==> config.mk <==
export PLATFORM = sky130hd
export DESIGN_NAME = mas_slave
export DESIGN_NICKNAME = d
export VERILOG_FILES = /design/src/design/mas_fifo.v /design/src/design/mas_slave.v
export VERILOG_INCLUDE_DIRS = /design/src /design/src/include
export SDC_FILE = /design/constraint.sdc
export NUM_CORES = 1
export LEC_CHECK = 0
export ABC_AREA = 1
export BUFFER_PORTS_ARGS = -buffer_cell sky130_fd_sc_hd__clkbuf_2
export CAP_MARGIN = 20
export CORE_MARGIN = 1
export CORE_UTILIZATION = 54
export CTS_CLUSTER_DIAMETER = 40
export DETAILED_ROUTE_END_ITERATION = 7
export PLACE_DENSITY = 0.77
export SYNTH_ARGS = -nofsm -noshare
export SYNTH_HDL_FRONTEND = slang
export SYNTH_SLANG_ARGS = --single-unit
export TNS_END_PERCENT = 5
==> constraint.sdc <==
create_clock -name i_mclk -period 4.85 [get_ports i_mclk]
set_clock_uncertainty 0.2 [all_clocks]
set_input_delay 0.7275 -clock i_mclk [delete_from_list [all_inputs] [get_ports i_mclk]]
set_output_delay 0.7275 -clock i_mclk [all_outputs]
set_load 0.005 [all_outputs]
==> src/include/mas_defs.vh <==
// Constants for the serial register-access frame handler.
`ifndef MAS_DEFS_VH
`define MAS_DEFS_VH
`define MAS_CH_COLON 8'h3A
`define MAS_CH_CR 8'h0D
`define MAS_CH_LF 8'h0A
`define MAS_FC_READ 8'h03
`define MAS_FC_WRITE 8'h06
`define MAS_FC_MULTI_WR 8'h10
`define MAS_FC_MULTI_RW 8'h17
`define MAS_REG_TEMP 16'h0000
`define MAS_REG_RSVD1 16'h0001
`define MAS_REG_PRESS 16'h0002
`define MAS_REG_RSVD3 16'h0003
`define MAS_REG_STATUS 16'h0004
`define MAS_REG_ALARM1 16'h0005
`define MAS_REG_ALARM2 16'h0006
`define MAS_ADDR_MIN 8'h01
`define MAS_ADDR_MAX 8'h63
`define MAS_ADDR_DEF 8'h01
`define MAS_ADDR_BCAST 8'h00
`define MAS_REQ_LEN 4'h7
`define MAS_BUF_MAX 4'h8
`define MAS_QTY_MAX 16'h007D
`define MAS_FIFO_W 8
`define MAS_FIFO_DEPTH 16
`define MAS_FIFO_AW 4
`endif

==> src/design/mas_fifo.v <==
// Character FIFO with a registered read stage, valid and ready on both sides.
`timescale 1ns/1ps
module mas_fifo #(
    parameter W = 8,
    parameter DEPTH = 16,
    parameter AW = 4
) (
    input wire i_mclk,
    input wire i_rst_n,
    input wire i_in_valid,
    output wire o_in_ready,
    input wire [W-1:0] i_in_data,
    output reg o_out_valid_q,
    input wire i_out_ready,
    output reg [W-1:0] o_out_data_q
);
    reg [W-1:0] mem [0:DEPTH-1];
    reg [AW-1:0] wr_ptr_q;
    reg [AW-1:0] rd_ptr_q;
    reg [AW:0] count_q;
    wire push;
    wire pop;

    // Full is honest: ready drops at DEPTH stored words so the source stalls.
    assign o_in_ready = (count_q != DEPTH[AW:0]);
    assign push = i_in_valid && o_in_ready;
    assign pop = (count_q != {(AW+1){1'b0}}) && (!o_out_valid_q || i_out_ready);

    // Storage is written without reset; only the pointers, count and output stage need a defined value.
    always @(posedge i_mclk) begin
        if (push) begin
            mem[wr_ptr_q] <= i_in_data;
        end
    end

    // Pointer, count and output stage bookkeeping.
    always @(posedge i_mclk) begin
        if (!i_rst_n) begin
            wr_ptr_q <= {AW{1'b0}};
            rd_ptr_q <= {AW{1'b0}};
            count_q <= {(AW+1){1'b0}};
            o_out_valid_q <= 1'b0;
            o_out_data_q <= {W{1'b0}};
        end else begin
            if (push) begin
                wr_ptr_q <= wr_ptr_q + 1'b1;
            end
            if (pop) begin
                rd_ptr_q <= rd_ptr_q + 1'b1;
                o_out_data_q <= mem[rd_ptr_q];
                o_out_valid_q <= 1'b1;
            end else if (i_out_ready) begin
                o_out_valid_q <= 1'b0;
            end
            if (push && !pop) begin
                count_q <= count_q + 1'b1;
            end else if (pop && !push) begin
                count_q <= count_q - 1'b1;
            end
        end
    end
endmodule

==> src/design/mas_slave.v <==
// Slave-side ASCII frame handler: parses requests, checks the sum, answers.
//
// Function
// Frames: colon, hex digit pairs, CR LF.
// Function 03h reads consecutive holding registers.
// Function 06h writes one addressed register.
// Recognise 10h and 17h multi-register functions.
// Broadcast single writes are ignored, unanswered.
// Check sum excludes colon and CR LF.
// Sender appends check value; receiver recomputes.
// Check mismatch discards request, no answer.
// Check is two's complement of byte sum.
// Read request: address, 03, start, quantity, check.
// Read answer: address, code, count, values, check.
// Sixteen-bit fields go high byte first.
// Return registers consecutively from start address.
// Map temperature, pressure, status, two alarm words.
// Write request: address, 06, register, value, check.
// Write answer echoes address, register, value.
// No answer without colon and CR LF.
// Colon discards prior characters, restarts frame.
// Slave address 1 to 99, default 1.
// Transmit only in reply to requests.
// Answer only own slave address.
// Drop unknown function codes without side effects.
`timescale 1ns/1ps
`include "mas_defs.vh"
module mas_slave (
    input wire i_mclk,
    input wire i_rst_n,
    input wire [7:0] i_rx_data,
    input wire i_rx_valid,
    output wire [7:0] o_tx_data,
    output wire o_tx_valid,
    input wire i_tx_ready,
    input wire [7:0] i_slave_addr,
    input wire [15:0] i_temp,
    input wire [15:0] i_press,
    input wire [15:0] i_status,
    input wire [15:0] i_alarm1,
    input wire [15:0] i_alarm2,
    output reg o_wr_stb_q,
    output reg [15:0] o_wr_addr_q,
    output reg [15:0] o_wr_data_q,
    output reg o_multi_stb_q,
    output reg [7:0] o_multi_fc_q,
    output reg o_chk_err_q
);
    localparam [1:0] RX_HUNT = 2'b00;
    localparam [1:0] RX_HI = 2'b01;
    localparam [1:0] RX_LO = 2'b10;
    localparam [1:0] RX_LF = 2'b11;
    localparam [2:0] TX_IDLE = 3'b000;
    localparam [2:0] TX_COLON = 3'b001;
    localparam [2:0] TX_HI = 3'b010;
    localparam [2:0] TX_LO = 3'b011;
    localparam [2:0] TX_CR = 3'b100;
    localparam [2:0] TX_LF = 3'b101;

    // Hex digit decode: bit 4 flags a legal digit, lower case is accepted too.
    function [4:0] hex_val;
        input [7:0] c;
        begin
            if (c >= 8'h30 && c <= 8'h39) begin
                hex_val = {1'b1, c[3:0]};
            end else if ((c >= 8'h41 && c <= 8'h46) || (c >= 8'h61 && c <= 8'h66)) begin
                hex_val = {1'b1, c[3:0] + 4'h9};
            end else begin
                hex_val = 5'h00;
            end
        end
    endfunction

    // Nibble to upper-case ASCII hex digit.
    function [7:0] to_hex;
        input [3:0] n;
        begin
            if (n < 4'hA) begin
                to_hex = {4'h3, n};
            end else begin
                to_hex = {4'h4, n - 4'h9};
            end
        end
    endfunction

    // Register map; reserved and unmapped words read as zero.
    // The live values come in as arguments so that the caller's block wakes when they move.
    function [15:0] rd_reg;
        input [15:0] a;
        input [15:0] v_temp;
        input [15:0] v_press;
        input [15:0] v_status;
        input [15:0] v_alarm1;
        input [15:0] v_alarm2;
        begin
            case (a)
                `MAS_REG_TEMP: rd_reg = v_temp;
                `MAS_REG_PRESS: rd_reg = v_press;
                `MAS_REG_STATUS: rd_reg = v_status;
                `MAS_REG_ALARM1: rd_reg = v_alarm1;
                `MAS_REG_ALARM2: rd_reg = v_alarm2;
                default: rd_reg = 16'h0000;
            endcase
        end
    endfunction

    reg [7:0] own_q;
    reg [1:0] rx_st_q;
    reg [3:0] nib_q;
    reg [7:0] rx_buf_q [0:7];
    reg [3:0] rx_cnt_q;
    reg [7:0] rx_sum_q;
    reg [2:0] tx_st_q;
    reg [7:0] tx_idx_q;
    reg [7:0] tx_len_q;
    reg [7:0] tx_sum_q;
    reg [7:0] req_fc_q;
    reg [15:0] req_a_q;
    reg [15:0] req_d_q;
    reg [7:0] cur_byte;
    reg [7:0] fifo_data;
    reg fifo_valid;
    reg [15:0] word;
    reg [7:0] widx;
    wire fifo_ready;
    wire [4:0] hv;
    wire [7:0] rx_byte;
    wire lf_seen;
    wire frame_ok;
    wire [7:0] fc;
    wire [15:0] f_a;
    wire [15:0] f_d;
    wire qty_ok;

    assign hv = hex_val(i_rx_data);
    assign rx_byte = {nib_q, hv[3:0]};
    assign lf_seen = i_rx_valid && (rx_st_q == RX_LF) && (i_rx_data == `MAS_CH_LF);
    assign fc = rx_buf_q[1];
    assign f_a = {rx_buf_q[2], rx_buf_q[3]};
    assign f_d = {rx_buf_q[4], rx_buf_q[5]};
    // Whole frame plus check byte sums to zero when the check matches.
    assign frame_ok = (rx_cnt_q == `MAS_REQ_LEN) && (rx_sum_q == 8'h00)
        && (rx_buf_q[0] == own_q)
        && (rx_buf_q[0] != `MAS_ADDR_BCAST);
    assign qty_ok = (f_d != 16'h0000) && (f_d <= `MAS_QTY_MAX);

    // Out-of-range configured addresses fall back to the default identity.
    always @(posedge i_mclk) begin
        if (!i_rst_n) begin
            own_q <= `MAS_ADDR_DEF;
        end else if (i_slave_addr >= `MAS_ADDR_MIN && i_slave_addr <= `MAS_ADDR_MAX) begin
            own_q <= i_slave_addr;
        end else begin
            own_q <= `MAS_ADDR_DEF;
        end
    end

    // Receive parser; the byte count saturates at 8, one past a request, so long frames fail length.
    always @(posedge i_mclk) begin
        if (!i_rst_n) begin
            rx_st_q <= RX_HUNT;
            nib_q <= 4'h0;
            rx_cnt_q <= 4'h0;
            rx_sum_q <= 8'h00;
        end else if (i_rx_valid) begin
            if (i_rx_data == `MAS_CH_COLON) begin
                rx_st_q <= RX_HI;
                rx_cnt_q <= 4'h0;
                rx_sum_q <= 8'h00;
            end else begin
                case (rx_st_q)
                    RX_HI: begin
                        if (i_rx_data == `MAS_CH_CR) begin
                            rx_st_q <= RX_LF;
                        end else if (hv[4]) begin
                            nib_q <= hv[3:0];
                            rx_st_q <= RX_LO;
                        end else begin
                            rx_st_q <= RX_HUNT;
                        end
                    end
                    RX_LO: begin
                        if (hv[4]) begin
                            rx_sum_q <= rx_sum_q + rx_byte;
                            if (rx_cnt_q != `MAS_BUF_MAX) begin
                                rx_cnt_q <= rx_cnt_q + 4'h1;
                            end
                            rx_st_q <= RX_HI;
                        end else begin
                            rx_st_q <= RX_HUNT;
                        end
                    end
                    RX_LF: begin
                        rx_st_q <= RX_HUNT;
                    end
                    default: begin
                        rx_st_q <= RX_HUNT;
                    end
                endcase
            end
        end
    end

    // Byte store; kept apart so the array needs no reset.
    always @(posedge i_mclk) begin
        if (i_rx_valid && rx_st_q == RX_LO && hv[4] && rx_cnt_q != `MAS_BUF_MAX) begin
            rx_buf_q[rx_cnt_q[2:0]] <= rx_byte;
        end
    end

    // Byte to send at the current index; check byte comes last.
    always @* begin
        widx = tx_idx_q - 8'h03;
        word = rd_reg(req_a_q + {9'h000, widx[7:1]}, i_temp, i_press, i_status,
            i_alarm1, i_alarm2);
        cur_byte = 8'h00;
        if (tx_idx_q == tx_len_q) begin
            cur_byte = 8'h00 - tx_sum_q;
        end else if (tx_idx_q == 8'h00) begin
            cur_byte = own_q;
        end else if (tx_idx_q == 8'h01) begin
            cur_byte = req_fc_q;
        end else if (req_fc_q == `MAS_FC_WRITE) begin
            case (tx_idx_q)
                8'h02: cur_byte = req_a_q[15:8];
                8'h03: cur_byte = req_a_q[7:0];
                8'h04: cur_byte = req_d_q[15:8];
                8'h05: cur_byte = req_d_q[7:0];
                default: cur_byte = 8'h00;
            endcase
        end else if (tx_idx_q == 8'h02) begin
            cur_byte = {req_d_q[6:0], 1'b0};
        end else begin
            cur_byte = widx[0] ? word[7:0] : word[15:8];
        end
    end

    // Character selection for the outgoing FIFO.
    always @* begin
        fifo_valid = 1'b1;
        case (tx_st_q)
            TX_COLON: fifo_data = `MAS_CH_COLON;
            TX_HI: fifo_data = to_hex(cur_byte[7:4]);
            TX_LO: fifo_data = to_hex(cur_byte[3:0]);
            TX_CR: fifo_data = `MAS_CH_CR;
            TX_LF: fifo_data = `MAS_CH_LF;
            default: begin
                fifo_data = 8'h00;
                fifo_valid = 1'b0;
            end
        endcase
    end

    // Request acceptance and response sequencing; transmit starts only from a valid request.
    always @(posedge i_mclk) begin
        if (!i_rst_n) begin
            tx_st_q <= TX_IDLE;
            tx_idx_q <= 8'h00;
            tx_len_q <= 8'h00;
            tx_sum_q <= 8'h00;
            req_fc_q <= 8'h00;
            req_a_q <= 16'h0000;
            req_d_q <= 16'h0000;
            o_wr_stb_q <= 1'b0;
            o_wr_addr_q <= 16'h0000;
            o_wr_data_q <= 16'h0000;
            o_multi_stb_q <= 1'b0;
            o_multi_fc_q <= 8'h00;
            o_chk_err_q <= 1'b0;
        end else begin
            o_wr_stb_q <= 1'b0;
            o_multi_stb_q <= 1'b0;
            o_chk_err_q <= lf_seen && (rx_sum_q != 8'h00);
            case (tx_st_q)
                TX_IDLE: begin
                    // A request arriving before the sequencer is back in TX_IDLE is dropped; one arriving while the FIFO still drains is taken.
                    if (lf_seen && frame_ok) begin
                        req_fc_q <= fc;
                        req_a_q <= f_a;
                        req_d_q <= f_d;
                        tx_idx_q <= 8'h00;
                        tx_sum_q <= 8'h00;
                        if (fc == `MAS_FC_READ && qty_ok) begin
                            tx_len_q <= {f_d[6:0], 1'b0} + 8'h03;
                            tx_st_q <= TX_COLON;
                        end else if (fc == `MAS_FC_WRITE) begin
                            o_wr_stb_q <= 1'b1;
                            o_wr_addr_q <= f_a;
                            o_wr_data_q <= f_d;
                            tx_len_q <= 8'h06;
                            tx_st_q <= TX_COLON;
                        end else if (fc == `MAS_FC_MULTI_WR || fc == `MAS_FC_MULTI_RW) begin
                            o_multi_stb_q <= 1'b1;
                            o_multi_fc_q <= fc;
                        end
                    end
                end
                TX_COLON: begin
                    if (fifo_ready) begin
                        tx_st_q <= TX_HI;
                    end
                end
                TX_HI: begin
                    if (fifo_ready) begin
                        tx_st_q <= TX_LO;
                    end
                end
                TX_LO: begin
                    if (fifo_ready) begin
                        tx_sum_q <= tx_sum_q + cur_byte;
                        tx_idx_q <= tx_idx_q + 8'h01;
                        tx_st_q <= (tx_idx_q == tx_len_q) ? TX_CR : TX_HI;
                    end
                end
                TX_CR: begin
                    if (fifo_ready) begin
                        tx_st_q <= TX_LF;
                    end
                end
                TX_LF: begin
                    if (fifo_ready) begin
                        tx_st_q <= TX_IDLE;
                    end
                end
                default: begin
                    tx_st_q <= TX_IDLE;
                end
            endcase
        end
    end

    // The FIFO absorbs a stalled line; its ready holds the sequencer above.
    mas_fifo #(
        .W(`MAS_FIFO_W),
        .DEPTH(`MAS_FIFO_DEPTH),
        .AW(`MAS_FIFO_AW)
    ) u_fifo (
        .i_mclk(i_mclk),
        .i_rst_n(i_rst_n),
        .i_in_valid(fifo_valid),
        .o_in_ready(fifo_ready),
        .i_in_data(fifo_data),
        .o_out_valid_q(o_tx_valid),
        .i_out_ready(i_tx_ready),
        .o_out_data_q(o_tx_data)
    );
endmodule

==> flow_metrics.env, run 1 <==
export IMPL_yosys_area_top_type="edfxtp_1"
export IMPL_port_buffers=150
export IMPL_drt_total_wl_um=43000
export IMPL_drive_gt1_frac=0.237
export IMPL_dp_hpwl_um=30700
export IMPL_synth_edf_count=144
export IMPL_clock_latency_ns=0.52
export IMPL_grt_max_degree=71
export IMPL_ys_types=57
export IMPL_start_util=0.556
export IMPL_ys_ff_latch=300
export IMPL_leakage_nw=8.77
export IMPL_synth_ff_type="dfxtp_1"
export IMPL_cts_tree="done"
export IMPL_yosysSeqAreaShare=0.477
export IMPL_htree_levels=2
export IMPL_drv_slew=0
export IMPL_criticalPathCategory="register to register"
export IMPL_gp_congestion=0.921
export IMPL_max_freq_mhz=183
export IMPL_synthCells=1947
export IMPL_setup_violations=86
export IMPL_design_die_area_sq_um=29600
export IMPL_worstMarginPinSlew_ns=1.07
export IMPL_slew_headroom=0.284
export IMPL_critical_path_required_ns=5.09
export IMPL_slowest_stage="dfxtp_4"
export IMPL_yosys_warnings=0
export IMPL_syn_area_per_cell_sq_um=8.02
export IMPL_nNetsFinal=2378
export IMPL_dp_slack_ns=-0.697
export IMPL_die_width_um=172
export IMPL_status="finished with violations"
export IMPL_violations="negative setup slack"
export IMPL_design_area_sq_um=19600
export IMPL_powerDensity_nw_per_um2=378
export IMPL_cts_hold_buf=0
export IMPL_grt_pass1_vias=13700
export IMPL_synth_cell_area_sq_um=15600
export IMPL_fin_tns_setup_ns=-15.37
export IMPL_hold_viol=0
export IMPL_drc=0
export IMPL_syn2layout_area_growth_pct=25.6
export IMPL_num_antenna_cells=0
export IMPL_cts_clk_slew_worst_paths_ns=0.06
export IMPL_rsz0062_at_grt="yes"
export IMPL_synth_top_area_frac=0.277
export IMPL_post_synth_top_count_cell="nand2_1"
export IMPL_critPathMaxStageDelay_ns=0.38
export IMPL_synth_async_reset_ratio=0
export IMPL_dr_pass1_iters=7
export IMPL_min_path_type="primary input to register"
export IMPL_grt_first_pass_wirelength_um=67700
export IMPL_fin_crit_ns=5.45
export IMPL_path_common_cell="nand2_1"
export IMPL_clkSinkCount=300
export IMPL_final_util=0.698
export IMPL_viasPerCell=5.54
export IMPL_num_rows=61
export IMPL_die_h_um=172
export IMPL_peakVddDrop_mv=0.338
export IMPL_setup_ws_ns=-0.601
export IMPL_worstPathArrival_ns=5.70
export IMPL_finalCritPeriodShare=1.12
export IMPL_coreArea_sq_um=28100
export IMPL_drt_iter0_drc=1242
export IMPL_pin_count=152
export IMPL_grt_overflow=0
export IMPL_synthTopCellsByCount="358 x nand2_1, 237 x nor2_1, 224 x inv_1, 160 x o21ai_0, 156 x dfxtp_1"
export IMPL_wire_per_inst_um=16.4
export IMPL_antenna_found_initial=0
export IMPL_cp_end_kind="register"
export IMPL_yosys_top_cells_area="edfxtp_1 28%, dfxtp_1 20%, nand2_1 8.6%"
export IMPL_start_kind="register"
export IMPL_worstPathMaxFanout=6
export IMPL_place_area_sq_um=17600
export IMPL_cts_buffer_depth=3
export IMPL_cts_buffers=38
export IMPL_postRouteAntennaNets=0
export IMPL_maxCapViolations=0
export IMPL_holdWs_ns=0.216
export IMPL_vias=14500
export IMPL_cts_root_buf="clkbuf_16"
export IMPL_grt_usage=0.289
worst paths after layout:
path | from | to | slack (ns) | cells after the start
min | i_slave_addr[0] | own_q[0]$_SDFF_PN1_ | 0.22 | 3
max reg2reg | tx_idx_q[0]$_SDFFE_PN0P_ | tx_sum_q[7]$_SDFFE_PN0P_ | -0.60 | 43
min reg2reg | o_multi_fc_q[5]$_SDFFE_PN0P_ | o_multi_fc_q[5]$_SDFFE_PN0P_ | 0.23 | 2
max | tx_idx_q[0]$_SDFFE_PN0P_ | tx_sum_q[7]$_SDFFE_PN0P_ | -0.60 | 43
flip-flops by register name (all words and copies together), names as in the netlist, 2 cells and up:
register             flops
o_wr_addr_q             16
u_fifo.o_out_data_q      6
nib_q                    4
req_fc_q                 8
u_fifo.mem              96
o_multi_fc_q             8
req_d_q                 16
o_wr_data_q             16
u_fifo.wr_ptr_q          4
rx_st_q                  2
u_fifo.rd_ptr_q          4
tx_st_q                  3
rx_sum_q                 8
tx_sum_q                 8
own_q                    8
rx_cnt_q                 4
tx_len_q                 8
tx_idx_q                 8
rx_buf_q                48
req_a_q                 16
u_fifo.count_q           5
stage by stage:
step                total power, mW  instances
floorplan                      3.96       1948
global placement               4.46       2532
detailed placement             4.52       2532
CTS                            7.35       2607
global route                   7.76       2628
finish                         7.41       2628
critical path: cells and delay by family (launching register included):
family                   cells  cell delay, ns
AO/OA/AOI/OAI                7            0.97
XOR/XNOR                     2            0.43
adder cells (fa/ha/maj)      3            0.72
buffers and inverters        8            0.63
flip-flops                   1            0.38
AND/OR/NAND/NOR             23            2.04
where the power goes:
group | total, mW | internal (mW) | switching (mW)
Clock | 2.79 | 1.68 | 1.10
Combinational | 1.73 | 0.625 | 1.10
Sequential | 2.90 | 2.82 | 0.0803
metal layers:
layer,routed length (um),track usage,up-vias
met5,0,0,-
met1,18400,0.368,6794
met4,1360,0.112,0
met3,2310,0.0362,100
li1,-,-,7132
met2,21000,0.499,520
layout by cell type (no fill, tap or decap), types with 19 or more instances in the layout:
master and count:
nand2_1 311, nor2_1 220, inv_1 214, o21ai_0 156
dfxtp_1 153, clkbuf_2 150, edfxtp_1 144, a21oi_1 132
buf_4 124, nand3_1 122, nand2_2 52, ha_1 48
clkbuf_16 42, nor3_1 32, nand4_1 31, xor2_1 26
nand3_2 21, inv_2 19
cell type report:
class                           count  area [sq um]
Fill cell                        2261          8490
Multi-Input combinational cell   1344          7470
Sequential cell                   300          7460
Timing Repair Buffer              297          2010
Clock buffer                       49          1100
Inverter                          240           915
Tap cell                          378           473
Clock inverter                     20           178
cells by family (layout without fill, tap and decap cells):
kind of cell / Yosys count / after routing / synth area share
AND/OR/NAND/NOR: 869 / 869 / 0.243
AO/OA/AOI/OAI: 387 / 387 / 0.139
buffers and inverters: 304 / 606 / 0.0765
flip-flops: 300 / 300 / 0.477
adder cells (fa/ha/maj): 57 / 57 / 0.0476
XOR/XNOR: 29 / 29 / 0.0163
other: 1 / 2 / 0.000240
what timing repair did:
item / 4_1_cts / 5_1_grt
endpoints found under the setup margin: 86 / 103
cloned: 0 / 2
pin swaps: 29 / 54
gates resized for setup: 49 / 92
buffers inserted: 6 / 18
(Power assumes the default switching activity.)
==> inputs of run 2 (changes only) <==
--- a/config.mk
+++ b/config.mk
@@ -10,11 +10,13 @@
 export BUFFER_PORTS_ARGS = -buffer_cell sky130_fd_sc_hd__clkbuf_2
 export CAP_MARGIN = 20
 export CORE_MARGIN = 1
-export CORE_UTILIZATION = 54
+export CORE_UTILIZATION = 55
 export CTS_CLUSTER_DIAMETER = 40
 export DETAILED_ROUTE_END_ITERATION = 7
+export GPL_ROUTABILITY_DRIVEN = 0
 export PLACE_DENSITY = 0.77
 export SYNTH_ARGS = -nofsm -noshare
 export SYNTH_HDL_FRONTEND = slang
+export SYNTH_HIERARCHICAL = 1
 export SYNTH_SLANG_ARGS = --single-unit
 export TNS_END_PERCENT = 5
==> run 2 against run 1 <==
  * The run ends with design-rule violations, negative setup slack left
  * Total power rose by 17%
  * Global-route usage fell by 0.20 points
  * Maximum frequency rose by 1.4%
  * Clock power rose by 7.2%
  * Worst setup slack improved by 0.077 ns
  * First-iteration DRC count rose by 15%
  * Worst hold slack improved by 0.0036 ns
  * Routed wire length rose by 9.3%
  * Sequential cell count rose by 34
  * Sequential share of layout area rose by 2.0 points
==> flow_metrics.env, run 2 <==
export IMPL_status="finished with violations"
export IMPL_violations="design-rule violations, negative setup slack"
export IMPL_slew_headroom=0.272
export IMPL_grtUsageMet1=0.402
export IMPL_worstPathArrival_ns=5.63
export IMPL_htree_levels=2
export IMPL_cts_clk_slew_worst_paths_ns=0.06
export IMPL_met2_usage=0.456
export IMPL_grt_overflow=0
export IMPL_final_cell_mix="538 x nand2_1, 273 x inv_1, 241 x nand3_1"
export IMPL_hold_viol=0
export IMPL_worstMarginPinSlew_ns=1.09
export IMPL_yosys_warnings=6
export IMPL_yosys_area_top_type="edfxtp_1"
export IMPL_viasPerCell=5.54
export IMPL_antenna_found_initial=0
export IMPL_num_antenna_cells=0
export IMPL_finalCritPeriodShare=1.11
export IMPL_yosysSeqAreaShare=0.485
export IMPL_syn2layout_area_growth_pct=21.4
export IMPL_die_width_um=180
export IMPL_hp_start="i_slave_addr[0]"
export IMPL_ys_types=48
export IMPL_cts_buffer_depth=3
export IMPL_syn_area_per_cell_sq_um=7.85
export IMPL_slowest_stage="fa_2"
export IMPL_pin_count=152
export IMPL_hold_path_depth=2
export IMPL_globalRoute_busiestLayer="met2"
export IMPL_instances_no_fill=2912
export IMPL_rr_startpoint="tx_idx_q[0]$_SDFFE_PN0P_"
export IMPL_holdWs_ns=0.220
export IMPL_grt_usage=0.287
export IMPL_ys_ff_latch=334
export IMPL_cp_end_kind="register"
export IMPL_worstPathMaxFanout=19
export IMPL_dr_pass1_iters=8
export IMPL_nNetsFinal=2641
export IMPL_final_common_cell="nand2_1"
export IMPL_wire_per_inst_um=16.2
export IMPL_port_buffers=151
export IMPL_synthTopCellsByCount="565 x nand2_1, 279 x inv_1, 246 x nand3_1, 202 x nor2_1, 176 x edfxtp_1"
export IMPL_critical_path_required_ns=5.10
export IMPL_maxCapViolations=0
export IMPL_hold_end="own_q[0]$_SDFF_PN1_"
export IMPL_dp_hpwl_um=33100
export IMPL_synth_cell_area_sq_um=17400
export IMPL_setup_violations=37
export IMPL_cts_tree="done"
export IMPL_synth_async_reset_ratio=0
export IMPL_coreArea_sq_um=30900
export IMPL_post_synth_top_count_cell="nand2_1"
export IMPL_grt_pass1_vias=15100
export IMPL_crit_path_start="tx_idx_q[0]$_SDFFE_PN0P_"
export IMPL_start_util=0.563
export IMPL_largest_reg_flops=128
export IMPL_cts_root_buf="clkbuf_16"
export IMPL_dp_cells=2822
export IMPL_design_area_sq_um=21100
export IMPL_start_kind="register"
export IMPL_path_common_cell="nand2_1"
export IMPL_place_area_sq_um=19400
export IMPL_vias=16100
export IMPL_synthCells=2218
export IMPL_crit_buf_inv=7
export IMPL_ff2ff_path_depth=41
export IMPL_cts_hold_buf=0
export IMPL_leakage_nw=9.71
export IMPL_synth_ff_type="edfxtp_1"
export IMPL_final_util=0.684
export IMPL_peakVddDrop_mv=0.275
export IMPL_yosys_top_cells_area="edfxtp_1 30%, dfxtp_1 18%, nand2_1 12%"
export IMPL_grt_util_met3=0.0486
export IMPL_cts_buffers=40
export IMPL_r2r_slack_ns=-0.52
export IMPL_clkSinkCount=334
export IMPL_grt_first_pass_wirelength_um=75600
export IMPL_drt_total_wl_um=47000
export IMPL_design_die_area_sq_um=32400
export IMPL_grt_max_degree=69
export IMPL_registers_top_by_ff_count="u_fifo/mem"
export IMPL_clock_latency_ns=0.53
export IMPL_critPathTopFamily="simple AND/OR/NAND/NOR gates"
export IMPL_powerDensity_nw_per_um2=412
export IMPL_criticalPathCategory="register to register"
export IMPL_fin_crit_ns=5.37
export IMPL_num_rows=64
export IMPL_min_path_type="primary input to register"
export IMPL_drt_iter0_drc=1434
export IMPL_postRouteAntennaNets=0
export IMPL_max_freq_mhz=186
export IMPL_drv_slew=0
export IMPL_setup_ws_ns=-0.524
export IMPL_r2r_end="tx_sum_q[7]$_SDFFE_PN0P_"
export IMPL_rsz0062_at_grt="yes"
export IMPL_synth_top_area_frac=0.303
export IMPL_critPathMaxStageDelay_ns=0.39
export IMPL_drc=20
export IMPL_crit_cells=41
export IMPL_fin_tns_setup_ns=-6.01
export IMPL_synth_edf_count=176
export IMPL_drive_gt1_frac=0.193
export IMPL_die_h_um=180
run 2: cell types whose count changed in the layout (fill, tap and decap cells not counted), moves of 14 or more:
| cell | change |
|---|---|
| nand3_1 | +119 |
| nand3_2 | -15 |
| inv_1 | +59 |
| edfxtp_1 | +32 |
| nand2_2 | -16 |
| buf_4 | -14 |
| o21ai_0 | -48 |
| o211ai_1 | -15 |
| o221ai_1 | -17 |
| conb_1 | +15 |
| nor2_1 | -30 |
| nand2_1 | +227 |
run 2: cells by family (layout without fill, tap and decap cells):
group	Yosys count	after routing	synth area share
AO/OA/AOI/OAI	291	291	0.0882
XOR/XNOR	29	29	0.0146
adder cells (fa/ha/maj)	57	57	0.0427
buffers and inverters	370	652	0.0874
flip-flops	334	334	0.485
other	1	17	0.000215
AND/OR/NAND/NOR	1136	1136	0.282
run 2: through the flow:
| stage | total power, mW | setup WS [ns] |
|---|---|---|
| 3_5_place_dp | 5.64 | -0.548 |
| 6_report | 8.70 | -0.524 |
| 3_3_place_gp | 5.55 | -0.362 |
| 4_1_cts | 8.65 | -0.489 |
| 2_1_floorplan | 4.96 | -0.0565 |
| 5_1_grt | 9.12 | -0.900 |
run 2: worst max-delay path by stage:
stage	end
CTS	tx_sum_q[7]$_SDFFE_PN0P_
finish	tx_sum_q[7]$_SDFFE_PN0P_
detailed placement	tx_sum_q[7]$_SDFFE_PN0P_
global placement	tx_sum_q[7]$_SDFFE_PN0P_
global route	tx_sum_q[7]$_SDFFE_PN0P_
floorplan	tx_sum_q[7]$_SDFFE_PN0P_
run 2: layout make-up:
| cell class | count | area [sq um] |
|---|---|---|
| Clock buffer | 47 | 1100 |
| Clock inverter | 27 | 262 |
| Fill cell | 2414 | 9760 |
| Inverter | 299 | 1130 |
| Multi-Input combinational cell | 1530 | 7810 |
| Sequential cell | 334 | 8460 |
| Tap cell | 396 | 495 |
| Timing Repair Buffer | 279 | 1890 |
run 2: layer usage:
metal	share of wire	wire length (um)
met2	0.45	21200
met3	0.10	4700
met1	0.43	20100
met4	0.023	1080
met5	0	0
run 2: power by group:
part	switching [mW]	total, mW	internal, mW
combinational	1.57	2.33	0.758
sequential	0.0995	3.39	3.29
clock	1.22	2.99	1.77
total	2.89	8.70	5.82
run 2: repair_timing:
action	CTS	global route
pin swaps	11	31
setup buffers	3	11
cloned	1	0
endpoints found under the setup margin	52	119
resized for setup	17	63
